File: src/hw/README_none.sv
`default_nettype none
`default_nettype wire

File: src/hw/split_timer_pkg.sv
// How it works
// - The split-mode bit picks one 16-bit auto-reload counter (0) or two 8-bit ones (1).
// - In 16-bit mode a 0xFFFF to 0x0000 rollover loads the 16-bit reload value and sets the high flag.
// - The alternate clock select picks system clock / 12 (0) or external clock / 8 (1).
// - In split mode each byte has a select bit: 1 is system clock, 0 is the alternate clock.
// - The external clock / 8 is synchronised to the system clock before it advances a count.
// - In split mode each byte reloads from its own reload byte when it rolls from 0xFF to 0x00.
// - Run control gates the whole counter in 16-bit mode and only the high byte in split mode.
// - The high overflow flag sets on each high-byte rollover, the full rollover in 16-bit mode.
// - The low overflow flag sets on each low-byte rollover in both modes.
// - With the timer irq enable set, high overflow requests an irq; low too if its enable is set.
// - Counting never clears an overflow flag; only reset or a software write of zero does.
// - Control bits 4 and 1 always read zero and ignore writes.
// - The count registers show the 16-bit count, or two independent bytes in split mode.
// - The high-byte select is ignored outside split mode; there the low-byte select clocks the whole timer.
`default_nettype none

package split_timer_pkg;

  ////////////////////////////////////////////////////////////////////////////
  // register addresses on the special function register bus
  localparam logic [7:0] CONTROL_ADDR     = 8'hC8;
  localparam logic [7:0] RELOAD_LOW_ADDR  = 8'hCA;
  localparam logic [7:0] RELOAD_HIGH_ADDR = 8'hCB;
  localparam logic [7:0] COUNT_LOW_ADDR   = 8'hCC;
  localparam logic [7:0] COUNT_HIGH_ADDR  = 8'hCD;

  // control register field positions
  localparam int HIGH_FLAG_BIT  = 7;
  localparam int LOW_FLAG_BIT   = 6;
  localparam int LOW_IRQ_EN_BIT = 5;
  localparam int SPLIT_BIT      = 3;
  localparam int RUN_BIT        = 2;
  localparam int XCLK_BIT       = 0;

  // reset values
  localparam logic [7:0] CONTROL_RESET = 8'h00;
  localparam logic [7:0] COUNT_RESET   = 8'h00;
  localparam logic [7:0] RELOAD_RESET  = 8'h00;

  // byte extremes and clock dividers
  localparam logic [7:0] BYTE_MAX  = 8'hFF;
  localparam logic [7:0] BYTE_ZERO = 8'h00;
  localparam int         SYS_DIV   = 12;
  localparam int         EXT_DIV   = 8;
  localparam logic [3:0] SYS_DIV_LAST = 4'(SYS_DIV - 1);
  localparam logic [2:0] EXT_DIV_LAST = 3'(EXT_DIV - 1);

  // one bus request from the core
  typedef struct packed {
    logic       wr;
    logic       rd;
    logic [7:0] addr;
    logic [7:0] wdata;
  } sfr_req_s;

endpackage : split_timer_pkg

`default_nettype wire

File: src/hw/reload_byte_counter.sv
`default_nettype none

// one 8-bit counter byte with write port and wrap-to-reload
module reload_byte_counter
(
  input  wire logic       clk,
  input  wire logic       rst,
  input  wire logic       inc,
  input  wire logic       wrap_reload,
  input  wire logic       load,
  input  wire logic [7:0] load_value,
  input  wire logic [7:0] reload_value,
  output logic      [7:0] count,
  output logic            wrap
);

  logic [7:0] count_reg;

  assign count = count_reg;
  assign wrap  = inc && !load && (count_reg == split_timer_pkg::BYTE_MAX);

  // a software write wins over a count step in the same cycle
  always_ff @(posedge clk)
  begin
    if (rst)
      count_reg <= split_timer_pkg::COUNT_RESET;
    else if (load)
      count_reg <= load_value;
    else if (wrap)
      count_reg <= wrap_reload ? reload_value : split_timer_pkg::BYTE_ZERO;
    else if (inc)
      count_reg <= count_reg + 8'h01;
  end
endmodule : reload_byte_counter

`default_nettype wire

File: src/hw/split_autoreload_timer.sv
`default_nettype none

module split_autoreload_timer
(
  input  wire logic                      clk,
  input  wire logic                      rst,
  input  wire split_timer_pkg::sfr_req_s sfr_req,
  input  wire logic                      timer_irq_enable,
  input  wire logic                      high_byte_clock_select,
  input  wire logic                      low_byte_clock_select,
  input  wire logic                      ext_osc_clk,
  output logic                     [7:0] sfr_rdata,
  output logic                           timer_irq
);

  ////////////////////////////////////////////////////////////////////////////
  // declarations

  logic       high_flag_reg;
  logic       low_flag_reg;
  logic       low_irq_en_reg;
  logic       split_reg;
  logic       run_reg;
  logic       xclk_reg;
  logic [7:0] reload_low_reg;
  logic [7:0] reload_high_reg;
  logic [7:0] rdata_reg;
  logic       irq_reg;
  logic [3:0] sys_div_reg;
  logic       sys_tick_reg;
  logic       ext_meta_reg;
  logic       ext_sync_reg;
  logic       ext_prev_reg;
  logic [2:0] ext_div_reg;
  logic       ext_tick_reg;

  logic       wr_ctrl;
  logic       wr_cnt_lo;
  logic       wr_cnt_hi;
  logic       alt_tick;
  logic       tick_lo;
  logic       tick_hi;
  logic       inc_lo;
  logic       inc_hi;
  logic       wrap_lo;
  logic       wrap_hi;
  logic       reload_lo_on_wrap;
  logic [7:0] count_lo;
  logic [7:0] count_hi;
  logic [7:0] ctrl_view;

  assign wr_ctrl   = sfr_req.wr && (sfr_req.addr == split_timer_pkg::CONTROL_ADDR);
  assign wr_cnt_lo = sfr_req.wr && (sfr_req.addr == split_timer_pkg::COUNT_LOW_ADDR);
  assign wr_cnt_hi = sfr_req.wr && (sfr_req.addr == split_timer_pkg::COUNT_HIGH_ADDR);

  ////////////////////////////////////////////////////////////////////////////
  // clock enables

  // system clock / 12 as a one-cycle enable
  always_ff @(posedge clk)
  begin
    if (rst)
    begin
      sys_div_reg  <= 4'h0;
      sys_tick_reg <= 1'b0;
    end
    else
    begin
      sys_tick_reg <= (sys_div_reg == split_timer_pkg::SYS_DIV_LAST);
      sys_div_reg  <= (sys_div_reg == split_timer_pkg::SYS_DIV_LAST) ? 4'h0 : sys_div_reg + 4'h1;
    end
  end

  // the oscillator pin is asynchronous: two flops before the edge detector
  always_ff @(posedge clk)
  begin
    if (rst)
    begin
      ext_meta_reg <= 1'b0;
      ext_sync_reg <= 1'b0;
      ext_prev_reg <= 1'b0;
    end
    else
    begin
      ext_meta_reg <= ext_osc_clk;
      ext_sync_reg <= ext_meta_reg;
      ext_prev_reg <= ext_sync_reg;
    end
  end

  // divide synchronised rising edges by 8; edges faster than clk are lost
  always_ff @(posedge clk)
  begin
    if (rst)
    begin
      ext_div_reg  <= 3'h0;
      ext_tick_reg <= 1'b0;
    end
    else
    begin
      ext_tick_reg <= 1'b0;
      if (ext_sync_reg && !ext_prev_reg)
      begin
        ext_div_reg  <= ext_div_reg + 3'h1;
        ext_tick_reg <= (ext_div_reg == split_timer_pkg::EXT_DIV_LAST);
      end
    end
  end

  // alternate clock and per-byte selection
  assign alt_tick = xclk_reg ? ext_tick_reg : sys_tick_reg;
  assign tick_lo  = low_byte_clock_select ? 1'b1 : alt_tick;
  assign tick_hi  = split_reg ? (high_byte_clock_select ? 1'b1 : alt_tick)
                              : tick_lo;

  ////////////////////////////////////////////////////////////////////////////
  // counter bytes

  // in 16-bit mode the high byte steps on low wrap; in split mode the low byte free-runs
  assign inc_lo = split_reg ? tick_lo : (run_reg && tick_lo);
  assign inc_hi = split_reg ? (run_reg && tick_hi) : (inc_lo && !wr_cnt_lo
                  && (count_lo == split_timer_pkg::BYTE_MAX));
  // low byte reloads alone in split mode, or with the high byte on full rollover
  assign reload_lo_on_wrap = split_reg || (count_hi == split_timer_pkg::BYTE_MAX);

  reload_byte_counter low_byte
  (
    .clk          (clk),
    .rst          (rst),
    .inc          (inc_lo),
    .wrap_reload  (reload_lo_on_wrap),
    .load         (wr_cnt_lo),
    .load_value   (sfr_req.wdata),
    .reload_value (reload_low_reg),
    .count        (count_lo),
    .wrap         (wrap_lo)
  );

  reload_byte_counter high_byte
  (
    .clk          (clk),
    .rst          (rst),
    .inc          (inc_hi),
    .wrap_reload  (1'b1),
    .load         (wr_cnt_hi),
    .load_value   (sfr_req.wdata),
    .reload_value (reload_high_reg),
    .count        (count_hi),
    .wrap         (wrap_hi)
  );

  ////////////////////////////////////////////////////////////////////////////
  // control and reload registers

  // configuration bits; bits 4 and 1 have no storage
  always_ff @(posedge clk)
  begin
    if (rst)
    begin
      low_irq_en_reg <= split_timer_pkg::CONTROL_RESET[split_timer_pkg::LOW_IRQ_EN_BIT];
      split_reg      <= split_timer_pkg::CONTROL_RESET[split_timer_pkg::SPLIT_BIT];
      run_reg        <= split_timer_pkg::CONTROL_RESET[split_timer_pkg::RUN_BIT];
      xclk_reg       <= split_timer_pkg::CONTROL_RESET[split_timer_pkg::XCLK_BIT];
    end
    else if (wr_ctrl)
    begin
      low_irq_en_reg <= sfr_req.wdata[split_timer_pkg::LOW_IRQ_EN_BIT];
      split_reg      <= sfr_req.wdata[split_timer_pkg::SPLIT_BIT];
      run_reg        <= sfr_req.wdata[split_timer_pkg::RUN_BIT];
      xclk_reg       <= sfr_req.wdata[split_timer_pkg::XCLK_BIT];
    end
  end

  // sticky flags: an overflow in the write cycle beats a software clear
  always_ff @(posedge clk)
  begin
    if (rst)
    begin
      high_flag_reg <= split_timer_pkg::CONTROL_RESET[split_timer_pkg::HIGH_FLAG_BIT];
      low_flag_reg  <= split_timer_pkg::CONTROL_RESET[split_timer_pkg::LOW_FLAG_BIT];
    end
    else
    begin
      if (wrap_hi)
        high_flag_reg <= 1'b1;
      else if (wr_ctrl)
        high_flag_reg <= sfr_req.wdata[split_timer_pkg::HIGH_FLAG_BIT];
      if (wrap_lo)
        low_flag_reg <= 1'b1;
      else if (wr_ctrl)
        low_flag_reg <= sfr_req.wdata[split_timer_pkg::LOW_FLAG_BIT];
    end
  end

  // reload bytes are plain storage
  always_ff @(posedge clk)
  begin
    if (rst)
    begin
      reload_low_reg  <= split_timer_pkg::RELOAD_RESET;
      reload_high_reg <= split_timer_pkg::RELOAD_RESET;
    end
    else if (sfr_req.wr)
    begin
      if (sfr_req.addr == split_timer_pkg::RELOAD_LOW_ADDR)
        reload_low_reg <= sfr_req.wdata;
      if (sfr_req.addr == split_timer_pkg::RELOAD_HIGH_ADDR)
        reload_high_reg <= sfr_req.wdata;
    end
  end

  ////////////////////////////////////////////////////////////////////////////
  // read port and interrupt

  assign ctrl_view = {high_flag_reg, low_flag_reg, low_irq_en_reg, 1'b0,
                      split_reg, run_reg, 1'b0, xclk_reg};

  // read data registered one cycle after the strobe; unmapped reads return zero
  always_ff @(posedge clk)
  begin
    if (rst)
      rdata_reg <= 8'h00;
    else if (sfr_req.rd)
    begin
      unique case (sfr_req.addr)
        split_timer_pkg::CONTROL_ADDR:     rdata_reg <= ctrl_view;
        split_timer_pkg::RELOAD_LOW_ADDR:  rdata_reg <= reload_low_reg;
        split_timer_pkg::RELOAD_HIGH_ADDR: rdata_reg <= reload_high_reg;
        split_timer_pkg::COUNT_LOW_ADDR:   rdata_reg <= count_lo;
        split_timer_pkg::COUNT_HIGH_ADDR:  rdata_reg <= count_hi;
        default:                           rdata_reg <= 8'h00;
      endcase
    end
  end

  // level request; the core must clear the flags, vectoring does not
  always_ff @(posedge clk)
  begin
    if (rst)
      irq_reg <= 1'b0;
    else
      irq_reg <= timer_irq_enable && (high_flag_reg
                 || (low_irq_en_reg && low_flag_reg));
  end

  assign sfr_rdata = rdata_reg;
  assign timer_irq = irq_reg;
endmodule : split_autoreload_timer

`default_nettype wire

File: config.mk
export PLATFORM = sky130hd
export DESIGN_NAME = split_autoreload_timer
export DESIGN_NICKNAME = d
export VERILOG_FILES = /design/src/hw/README_none.sv /design/src/hw/split_timer_pkg.sv /design/src/hw/reload_byte_counter.sv /design/src/hw/split_autoreload_timer.sv
export SDC_FILE = /design/constraint.sdc
export NUM_CORES = 1
export LEC_CHECK = 0
export BUFFER_PORTS_ARGS = -buffer_cell sky130_fd_sc_hd__buf_2
export CORE_AREA = 2 2 91 93
export CTS_CLUSTER_DIAMETER = 60
export DETAILED_ROUTE_END_ITERATION = 7
export DIE_AREA = 0 0 93 95
export SYNTH_ARGS = -nofsm -noshare
export SYNTH_HDL_FRONTEND = slang
export SYNTH_SLANG_ARGS = --single-unit
File: constraint.sdc
create_clock -name clk -period 5.55 [get_ports clk]
set_input_delay 0.2775 -clock clk [delete_from_list [all_inputs] [get_ports clk]]
set_output_delay 0.2775 -clock clk [all_outputs]
set_load 0.05 [all_outputs]
; Word level (Yosys, flattened, before mapping)
; Index checks and enable logic that the tools add are counted.
[totals]
ff_bits = 59
n_memories = 0
mem_bits_rw = 0
wordCells = 76
romBits = 0
out_inout_bits = 9
input_bits = 24
latch_bits = 0
[classes]
div_mod_pow = 0
shift = 0
n_reduce_logical = 25
add_sub_neg = 4
magnitude_cmp = 0
n_eq_ne = 9
mul = 0
bitwise = 1
n_mux = 18
[op_table]
columns = op, count
row1 = "8-bit equality test, second input constant", 7
row2 = 8-bit 2-to-1 mux, 7
row3 = 8-bit case mux with 5 select lines, 1
row4 = "8-bit by 1-bit adder with 8-bit output, second input constant", 2
row5 = 1-bit logical AND, 12
row6 = 1-bit 2-to-1 mux, 10
row7 = 3-bit nonzero test, 2
row8 = "4-bit by 1-bit adder with 4-bit output, second input constant", 1
row9 = "4-bit equality test, second input constant", 1
row10 = 2-bit AND reduction, 2
row11 = 2-bit nonzero test, 2
row12 = 2-bit OR reduction, 2
row13 = "3-bit by 1-bit adder with 3-bit output, second input constant", 1
row14 = "3-bit equality test, second input constant", 1
row15 = 1-bit logical NOT, 3
row16 = 1-bit logical OR, 2
row17 = 1-bit NOT, 1

; Logic depth before layout (Yosys ltp)
; Gate-level depths: netlist of the first run.
[depth]
depth_word = 11
ltp_mapped = 8
ltp_nobuf = 6

; By module
; A second synthesis of the first run with hierarchy kept.
[hier_totals]
cells_unflattened = 377
hier_area_um2 = 3393.3
[modules_own_cells]
columns = mod, cells_per_inst, instances, seq_area_each_um2, area_per_inst_um2
row1 = split_autoreload_timer, 225, 1, 860.8, 2084.5
row2 = reload_byte_counter, 76, 2, 160.2, 654.4

; Least setup slack after synthesis of the first run
; Ideal clock, no wire load.
[synth_timing]
path_kind = flip-flop to flip-flop
startpoint = register low_byte.count_reg[0], in the netlist low_byte.count[0]
endpoint = register low_byte.count_reg[1], in the netlist low_byte.count[1]
path_slack_ns = 3.706
path_buffers = 1
t_required_ns = 5.479
arrival_ns = 1.774
period_less_slack_ns = 1.844
stages_incl_launch_ff = 8
setup_time_ns = 0.071
cell_sequence = dfxtp_1 > ha_1 > nand3_1 > or2_2 > clkbuf_1 > or3b_1 > a21o_1 > a21oi_1
[synth_between]
elab_chain_cells = 4
elab_cells_between_ends = 7
cone_classes = 1 x add/sub / 1 x eq/ne / 3 x mux / 2 x reduce/logical
[synth_lines]
columns = element, line_no
row1 = from (decl), reload_byte_counter.sv:17  ; logic [7:0] count_reg;
row2 = from (signal assigned), reload_byte_counter.sv:26  ; count_reg <= split_timer_pkg::COUNT_RESET;
row3 = from (signal assigned), reload_byte_counter.sv:28  ; count_reg <= load_value;
row4 = from (signal assigned), reload_byte_counter.sv:30  ; count_reg <= wrap_reload ? reload_value : split_timer_pkg::BYTE_ZERO;
row5 = 8-bit by 1-bit adder with 8-bit output / 8-bit equality test (equally long branches), "reload_byte_counter.sv:32, reload_byte_counter.sv:20"
row6 = 8-bit 2-to-1 mux / 1-bit logical AND (equally long branches), "reload_byte_counter.sv:31, reload_byte_counter.sv:20"
row7 = 8-bit 2-to-1 mux, reload_byte_counter.sv:29  ; else if (wrap)
row8 = 8-bit 2-to-1 mux, reload_byte_counter.sv:27  ; else if (load)
; Several ways; a longest one is shown, not always the timed one. The select of a mux whose other input is x is not followed.
; A chain may end at the register's enable or synchronous reset.

; Worst setup path after layout of the first run
[layout_timing]
startpoint = register low_byte.count_reg[0], in the netlist low_byte.count[0]
endpoint = register high_byte.count_reg[0], in the netlist high_byte.count[0]
[layout_between]
elab_chain_cells = 7
elab_cells_between_ends = 8
cone_classes = 1 x eq/ne / 3 x mux / 4 x reduce/logical
[layout_lines]
columns = element, line_no
row1 = 8-bit equality test *, split_autoreload_timer.sv:122  ; && (count_lo == split_timer_pkg::BYTE_MAX));
row2 = 1-bit logical AND *, split_autoreload_timer.sv:122
row3 = 1-bit 2-to-1 mux *, split_autoreload_timer.sv:121  ; assign inc_hi = split_reg ? (run_reg && tick_hi) : (inc_lo && !wr_cnt_lo
row4 = 1-bit logical AND (2 in a row), reload_byte_counter.sv:20  ; assign wrap = inc && !load && (count_reg == split_timer_pkg::BYTE_MAX);
row5 = 8-bit 2-to-1 mux, reload_byte_counter.sv:29
row6 = 8-bit 2-to-1 mux, reload_byte_counter.sv:27
row7 = to (signal assigned), reload_byte_counter.sv:26
row8 = to (signal assigned), reload_byte_counter.sv:28
row9 = to (signal assigned), reload_byte_counter.sv:30
row10 = to (decl), reload_byte_counter.sv:17
; Every way passes the cells marked *; elsewhere a longest branch is shown, timed or not.

==> results of run 1 <==
-- path summary, 6_finish.rpt --
path / to / depth (start not counted) / slack (ns) / from
worst max-delay path: high_byte.count[0]$_SDFFE_PP0P_ / 6 / 3.21 / low_byte.count[0]$_SDFFE_PP0P_
worst min-delay path: ext_meta_reg$_SDFF_PP0_ / 2 / 0.15 / ext_osc_clk
worst max register to register: high_byte.count[0]$_SDFFE_PP0P_ / 6 / 3.21 / low_byte.count[0]$_SDFFE_PP0P_
worst min register to register: ext_sync_reg$_SDFF_PP0_ / 1 / 0.44 / ext_meta_reg$_SDFF_PP0_
-- cell type report --
type	instances	area [µm²]
Clock buffer	14	163
Timing Repair Buffer	34	175
Inverter	4	15.0
Tap cell	105	131
Sequential cell	59	1180
Clock inverter	2	10.0
Multi-Input combinational cell	271	1730
Fill cell	822	4520
-- through the flow --
step	setup slack, ns	cell area, µm²
2_1_floorplan	3.71	3030
3_3_place_gp	3.25	3230
3_5_place_dp	3.22	3230
4_1_cts	3.26	3400
5_1_grt	3.02	3400
6_report	3.21	3400
-- cell families after synthesis --
logic type | Yosys count | synth area share
AOI/OAI and AO/OA | 104 | 0.245
xor gates and xnor gates | 6 | 0.0173
adders and majority gates | 5 | 0.0206
buffers and inverters | 28 | 0.0404
DFF | 59 | 0.389
muxes | 11 | 0.0375
and+or+nand+nor | 145 | 0.249
-- synth_stat cells, types with 4 or more instances --
cell       count
a21oi_1       39
a222oi_1       8
a22oi_1       14
a311oi_1       6
clkbuf_1      14
dfxtp_1       59
ha_1           5
inv_1          4
mux2i_1        8
nand2_1       56
nand3_1       24
nand4_1        7
nor2_1        20
nor2b_1        4
nor3_1         7
o2111ai_1      4
o21ai_0        6
o221ai_1       4
or3_1          4
xnor2_1        5
-- power groups by stage --
| stage | combinational [mW] | clock [mW] | sequential (mW) |
|---|---|---|---|
| 2_1_floorplan | 0.0235 | 0 | 0.449 |
| 3_3_place_gp | 0.0527 | 0 | 0.442 |
| 3_5_place_dp | 0.0532 | 0 | 0.443 |
| 4_1_cts | 0.0533 | 0.361 | 0.433 |
| 5_1_grt | 0.0582 | 0.377 | 0.433 |
| 6_report | 0.0539 | 0.353 | 0.433 |
-- routing by layer --
| layer | up-vias | routed length (µm) |
|---|---|---|
| met4 | 0 | 213 |
| met5 | - | 0 |
| met1 | 1363 | 4060 |
| li1 | 1394 | - |
| met3 | 20 | 751 |
| met2 | 130 | 3820 |
==> impl_metrics.ini, run 1 <==
[status]
status = finished clean

[synthesis]
ys_top_cells_by_area = dfxtp_1 39%, nand2_1 6.9%, a21oi_1 6.4%, nand3_1 4.0%, a22oi_1 3.5%
ys_types = 59
ys_seq_elements = 59
syn_area_um2 = 3030
synth_warnings = 0
syn_avg_cell_area_um2 = 8.47
syn_nets = 387
synth_edf_count = 0
ys.flop_type = dfxtp_1
yosys.area.top_type = dfxtp_1
syn_inst = 358
synth.yosys.seq_area_share = 0.389
synth_top_area_share = 0.389
synth_async_sr_flop_share = 0

[grt]
globalRouteOverflowTotal = 0
grt_pass1_vias = 2653
grt_pass1_wl_um = 14300
use_met2 = 0.315
met1_usage = 0.308
busiest_layer = met2
antenna_found_initial = 0
grt_max_degree = 55
grtUsageTotal = 0.213
gr-usage-met3 = 0.0351

[critical_path]
crit_path_cell_trace = ha_1, nand3_1, nor3_1, a31o_1, mux2i_1, a221oi_2
critPathKind = register to register
worst_ep_required_time_ns = 5.80
worstSetupStartpointType = register
cp-end-kind = register
cpPeakStageDelay_ns = 0.49
cp_top_family = compound AO/OA/AOI/OAI gates
crit_path_max_fanout = 10
crit_buf_inv = 0
cp.arrival_ns = 2.59
slowest_stage = a31o_1

[power_and_ir_drop]
seqPwrFrac = 0.516
power.leakage_nw = 1.17
netSwitchingFraction = 0.248
power_switching_mw = 0.209
p_int_mw = 0.632
comb_power_share = 0.064
ir_drop_v = 0.000118
power_frac_clock = 0.420
total_power_mw = 0.840
p_per_area_nw_per_um2 = 247

[sta]
slew_headroom = 0.403
hold_slack_ns = 0.151
min_period_ns = 2.34
max_freq_ghz = 0.428
final.setup.tns_ns = 0
finalSetupViolCount = 0
slew_violations = 0
rsz0062_at_grt = false
skew_ns = 0.0110
timing.final.crit_share = 0.421
worst_slew_pin_slew_ns = 0.891
hold_violations = 0

[floorplan]
num_rows = 33
boundaryPins = 33
die_w_um = 93
coreArea_um2 = 7930
die_y_um = 95
start_util = 0.383
dieArea_um2 = 8840

[clocking]
root_buffer = clkbuf_8
cts_tree = yes
numCtsBuffers = 9
post_cts_resized = 0
cts_sinks = 59
ctsHoldBuffers = 0
post_cts_buffers = 0
cts_buffer_depth = 2
clkTransAtPathRegs_ns = 0.06
htreeDepth = 3
clkLatencyLatePin_ns = 0.34

[routing]
drt_iter0_drc = 360
ant_nets = 0
routedWlPerCell_um = 18.1
via_count = 2907
dr.pass1.iters = 6
vias_per_cell = 5.94
drc_errors = 0
wl_um = 8850

[finish]
final_common_cell = dfxtp_1
fin_nets = 408
fin_cells = 489
final_cell_mix = 59 x dfxtp_1, 56 x nand2_1, 39 x a21oi_1
antenna_cells = 0
drive_gt1_frac = 0.159
final_util = 0.429
area_growth_pct = 12.3

[worst_hold_path]
hp-class = primary input to register

[placed_design]
port_buffers = 32
dpl.hpwl_um = 6320
place_inst = 473
place.gp.congestion = 0.955

[run]
cap_violations = 0
(Power assumes the default switching activity.)
==> inputs of run 2 (changes only) <==
clock period = 2.2 ns   (was 5.55 ns; I/O delays follow)
==> impl_metrics.ini, run 2 (synthesis gave the netlist of run 1 again) <==
[critical_path]
r2r_cells = 6
crit_path_cell_trace = ha_1, nand3_1, or2_2, nor4_2, nand2_1, a21oi_1
worstSetupStartpointType = register
crit_end = low_byte.count[6]$_SDFFE_PP0P_
rr_startpoint = low_byte.count[0]$_SDFFE_PP0P_
rrSetupSlack_ns = 0.28
cp-startpoint = low_byte.count[0]$_SDFFE_PP0P_
critPathKind = register to register
crit_path_max_fanout = 8
cpPeakStageDelay_ns = 0.41
worst_ep_required_time_ns = 2.47
cp-end-kind = register
r2r_end = low_byte.count[6]$_SDFFE_PP0P_
slowest_stage = nor4_2
cp.arrival_ns = 2.19

[routing]
vias_per_cell = 5.93
wl_um = 9370
ant_nets = 0
dr.pass1.iters = 6
routedWlPerCell_um = 18.3
drc_errors = 0
via_count = 3034
drt_iter0_drc = 265

[power_and_ir_drop]
p_per_area_nw_per_um2 = 589
power.leakage_nw = 1.29
ir_drop_v = 0.000245

[clocking]
cts_tree = yes
clkLatencyLatePin_ns = 0.35
cts_buffer_depth = 2
htreeDepth = 3
root_buffer = clkbuf_8
clkTransAtPathRegs_ns = 0.07
numCtsBuffers = 9
cts_sinks = 59

[sta]
timing.final.crit_share = 0.874
skew_ns = 0.00861
slew_headroom = 0.677
rsz0062_at_grt = false
hold_violations = 0
slew_violations = 0
min_period_ns = 1.92
finalSetupViolCount = 0
max_freq_ghz = 0.520
worst_slew_pin_slew_ns = 0.485
final.setup.tns_ns = 0

[run]
cap_violations = 0

[floorplan]
boundaryPins = 33
die_y_um = 95
coreArea_um2 = 7930
start_util = 0.383
die_w_um = 93
num_rows = 33
dieArea_um2 = 8840

[finish]
drive_gt1_frac = 0.214
antenna_cells = 0
final_common_cell = dfxtp_1
n_fill_cell = 814
area_growth_pct = 18.1
fin_nets = 432
final_cell_mix = 59 x dfxtp_1, 56 x nand2_1, 39 x a21oi_1
final_util = 0.452

[grt]
grt_pass1_vias = 2815
grtUsageTotal = 0.224
globalRouteOverflowTotal = 0
antenna_found_initial = 0
grt_pass1_wl_um = 15000
grt_max_degree = 26

[placed_design]
port_buffers = 32
place.gp.congestion = 0.930
dpl.hpwl_um = 6830

[worst_hold_path]
hp-class = primary input to register

[status]
status = finished clean
==> run 2: cell types whose count changed in the layout (fill, tap and decap cells not counted), sizes merged <==
| cell | change |
|---|---|
| clkbuf | -4 |
| clkinv | +1 |
| clkinvlp | +2 |
| dlygate4sd3 | +1 |
| buf | +23 |
==> run 2: critical path, delay by kind of cell (launching register included) <==
family	cells	cell delay [ns]
AND/OR/NAND/NOR	4	1.07
flip-flops	1	0.33
adder cells (fa/ha/maj)	1	0.25
AO/OA/AOI/OAI	1	0.19
==> run 2: how the worst min path moves through the flow <==
stage	startpoint	endpoint	slack [ns]	cells past startpoint
floorplan	ext_osc_clk	ext_meta_reg$_SDFF_PP0_	0.24	1
CTS	timer_irq_enable	timer_irq$_SDFF_PP0_	0.02	2
global placement	ext_osc_clk	ext_meta_reg$_SDFF_PP0_	0.35	2
global route	timer_irq_enable	timer_irq$_SDFF_PP0_	0.03	2
detailed placement	ext_osc_clk	ext_meta_reg$_SDFF_PP0_	0.34	2
finish	timer_irq_enable	timer_irq$_SDFF_PP0_	0.02	2
==> run 2: final cells by class <==
class / instances / area, µm² / share of cell area
clock inverter: 5 / 30.0 / 0.00838
timing repair buffer: 58 / 358 / 0.0999
multi-input combinational: 271 / 1730 / 0.483
inverter: 4 / 15.0 / 0.00419
clock buffer: 10 / 138 / 0.0384
tap: 105 / 131 / 0.0367
sequential: 59 / 1180 / 0.330
==> run 2: metal layers <==
metal | wire length [µm] | share of wire | up-vias | track usage
met4 | 313 | 0.033 | 0 | 0.114
met1 | 4190 | 0.45 | 1457 | 0.307
li1 | - | - | 1443 | -
met5 | 0 | 0 | - | 0
met2 | 4220 | 0.45 | 108 | 0.347
met3 | 635 | 0.068 | 26 | 0.0303
==> run 2: timing repair <==
| item | 4_1_cts | 5_1_grt |
|---|---|---|
| buffers inserted | 0 | 0 |
| gates resized for setup | 0 | 1 |
| hold endpoints to repair | 1 | 0 |
| endpoints found under the setup margin | 0 | 1 |
| hold buffers | 1 | 0 |
==> run 2: where the power goes <==
| part | internal [mW] | switching (mW) |
|---|---|---|
| sequential | 1.08 | 0.00879 |
| clock | 0.426 | 0.449 |
| combinational | 0.0478 | 0.0982 |
| total | 1.56 | 0.556 |
==> run 2: stage by stage <==
| stage | worst slack (ns) | total power [mW] | cells | hold WS [ns] | cell area (µm²) |
|---|---|---|---|---|---|
| floorplan | 0.356 | 1.19 | 358 | 0.238 | 3030 |
| global placement | 0.257 | 1.26 | 496 | 0.349 | 3400 |
| detailed placement | 0.209 | 1.26 | 496 | 0.339 | 3400 |
| CTS | 0.191 | 2.12 | 512 | 0.0204 | 3580 |
| global route | 0.0225 | 2.18 | 512 | 0.0261 | 3580 |
| finish | 0.278 | 2.11 | 512 | 0.0212 | 3580 |
==> inputs of run 3 (changes only) <==
--- a/config.mk
+++ b/config.mk
@@ -12,2 +12,4 @@
 export DIE_AREA = 0 0 93 95
+export GPL_ROUTABILITY_DRIVEN = 1
+export SLEW_MARGIN = 20
 export SYNTH_ARGS = -nofsm -noshare
==> constraint.sdc (replaced) <==
create_clock -name clk -period 2.2 [get_ports clk]
set_input_delay 0.22 -clock clk [delete_from_list [all_inputs] [get_ports clk]]
set_output_delay 0.22 -clock clk [all_outputs]
set_load 0.05 [all_outputs]
==> impl_metrics.ini, run 3 (synthesis gave the netlist of run 1 again) <==
[sta]
slew_headroom = 0.636
timing.final.crit_share = 0.918
rsz0062_at_grt = false
worst_slew_pin_slew_ns = 0.546
hold_slack_ns = 0.0913
final.setup.tns_ns = 0
slew_violations = 0
hold_violations = 0
max_freq_ghz = 0.495
min_period_ns = 2.02
skew_ns = 0.00595
worst_slack_ns = 0.181
finalSetupViolCount = 0

[critical_path]
cp-end-kind = register
r2r_end = high_byte.count[0]$_SDFFE_PP0P_
cp-startpoint = low_byte.count[0]$_SDFFE_PP0P_
crit_path_max_fanout = 10
worst_ep_required_time_ns = 2.46
cp.arrival_ns = 2.28
r2r_cells = 6
critPathKind = register to register
worstSetupStartpointType = register
rrSetupSlack_ns = 0.18
rr_startpoint = low_byte.count[0]$_SDFFE_PP0P_

[finish]
final_common_cell = dfxtp_1
n_fill_cell = 810
fin_cells = 513
area_growth_pct = 18.2
fin_nets = 432
final_cell_mix = 59 x dfxtp_1, 56 x nand2_1, 39 x a21oi_1
drive_gt1_frac = 0.208
antenna_cells = 0

[floorplan]
coreArea_um2 = 7930
num_rows = 33
die_y_um = 95
boundaryPins = 33
dieArea_um2 = 8840
die_w_um = 93
start_util = 0.383

[routing]
ant_nets = 0
dr.pass1.iters = 6
wl_um = 9540
drc_errors = 0
routedWlPerCell_um = 18.6
vias_per_cell = 5.87
drt_iter0_drc = 281
via_count = 3010

[clocking]
numCtsBuffers = 9
clkTransAtPathRegs_ns = 0.07
cts_sinks = 59
clkLatencyLatePin_ns = 0.34
htreeDepth = 3
root_buffer = clkbuf_8
cts_buffer_depth = 2
post_cts_buffers = 0
post_cts_resized = 0
cts_tree = yes
ctsHoldBuffers = 0

[worst_hold_path]
hp-class = primary input to register
hp-start = ext_osc_clk
holdPathStages = 2
holdPathEnd = ext_meta_reg$_SDFF_PP0_

[grt]
globalRouteOverflowTotal = 0
antenna_found_initial = 0
grtUsageTotal = 0.223
grt_pass1_wl_um = 14600
grt_pass1_vias = 2774
grt_max_degree = 29

[power_and_ir_drop]
p_per_area_nw_per_um2 = 593
power.leakage_nw = 1.30
ir_drop_v = 0.000339
total_power_mw = 2.12

[placed_design]
port_buffers = 32
pre_cts_slack_ns = 0.197
dpl.hpwl_um = 6820
place.gp.congestion = 0.895
place_inst = 497

[status]
status = finished clean

[run]
cap_violations = 0
[run 3: per-stage QoR]
step | instance area (µm²) | utilization
after floorplan | 3030 | -
after global placement | 3410 | 0.430
after detailed placement | 3410 | 0.430
after CTS | 3580 | 0.452
after global routing | 3580 | 0.452
final | 3580 | 0.452
[run 3: critical path, cell delays in order, from the launching register on]
cell,delay [ns]
dfxtp_1,0.44
ha_1,0.27
nand3_1,0.13
nor3_1,0.21
a31o_1,0.45
mux2i_1,0.15
a221oi_2,0.28
[run 3: metal layers]
metal  GRT usage  vias up  share of wire
li1            -     1446              -
met1       0.298     1422           0.45
met2       0.335      119           0.45
met3      0.0607       23          0.073
met4       0.104        0          0.028
met5           0        -              0
[run 3: worst max-delay path by stage]
stage,end,slack (ns)
finish,high_byte.count[0]$_SDFFE_PP0P_,0.18
global route,high_byte.count[0]$_SDFFE_PP0P_,0.01
CTS,high_byte.count[0]$_SDFFE_PP0P_,0.19
detailed placement,high_byte.count[0]$_SDFFE_PP0P_,0.20
global placement,high_byte.count[0]$_SDFFE_PP0P_,0.23
floorplan,low_byte.count[1]$_SDFFE_PP0P_,0.36
[run 3: where the power goes]
group          switching [mW]  total, mW  internal (mW)
clock                   0.417      0.885          0.468
combinational           0.100      0.147         0.0466
sequential            0.00916       1.09           1.08
total                   0.527       2.12           1.60
[run 3: area by class of cell]
type                            instances  area, µm²  area share
Clock buffer                           14        163      0.0454
Timing Repair Buffer                   58        355      0.0991
Tap cell                              105        131      0.0366
Inverter                                4       15.0     0.00419
Clock inverter                          2       10.0     0.00279
Sequential cell                        59       1180       0.329
Multi-Input combinational cell        271       1730       0.482
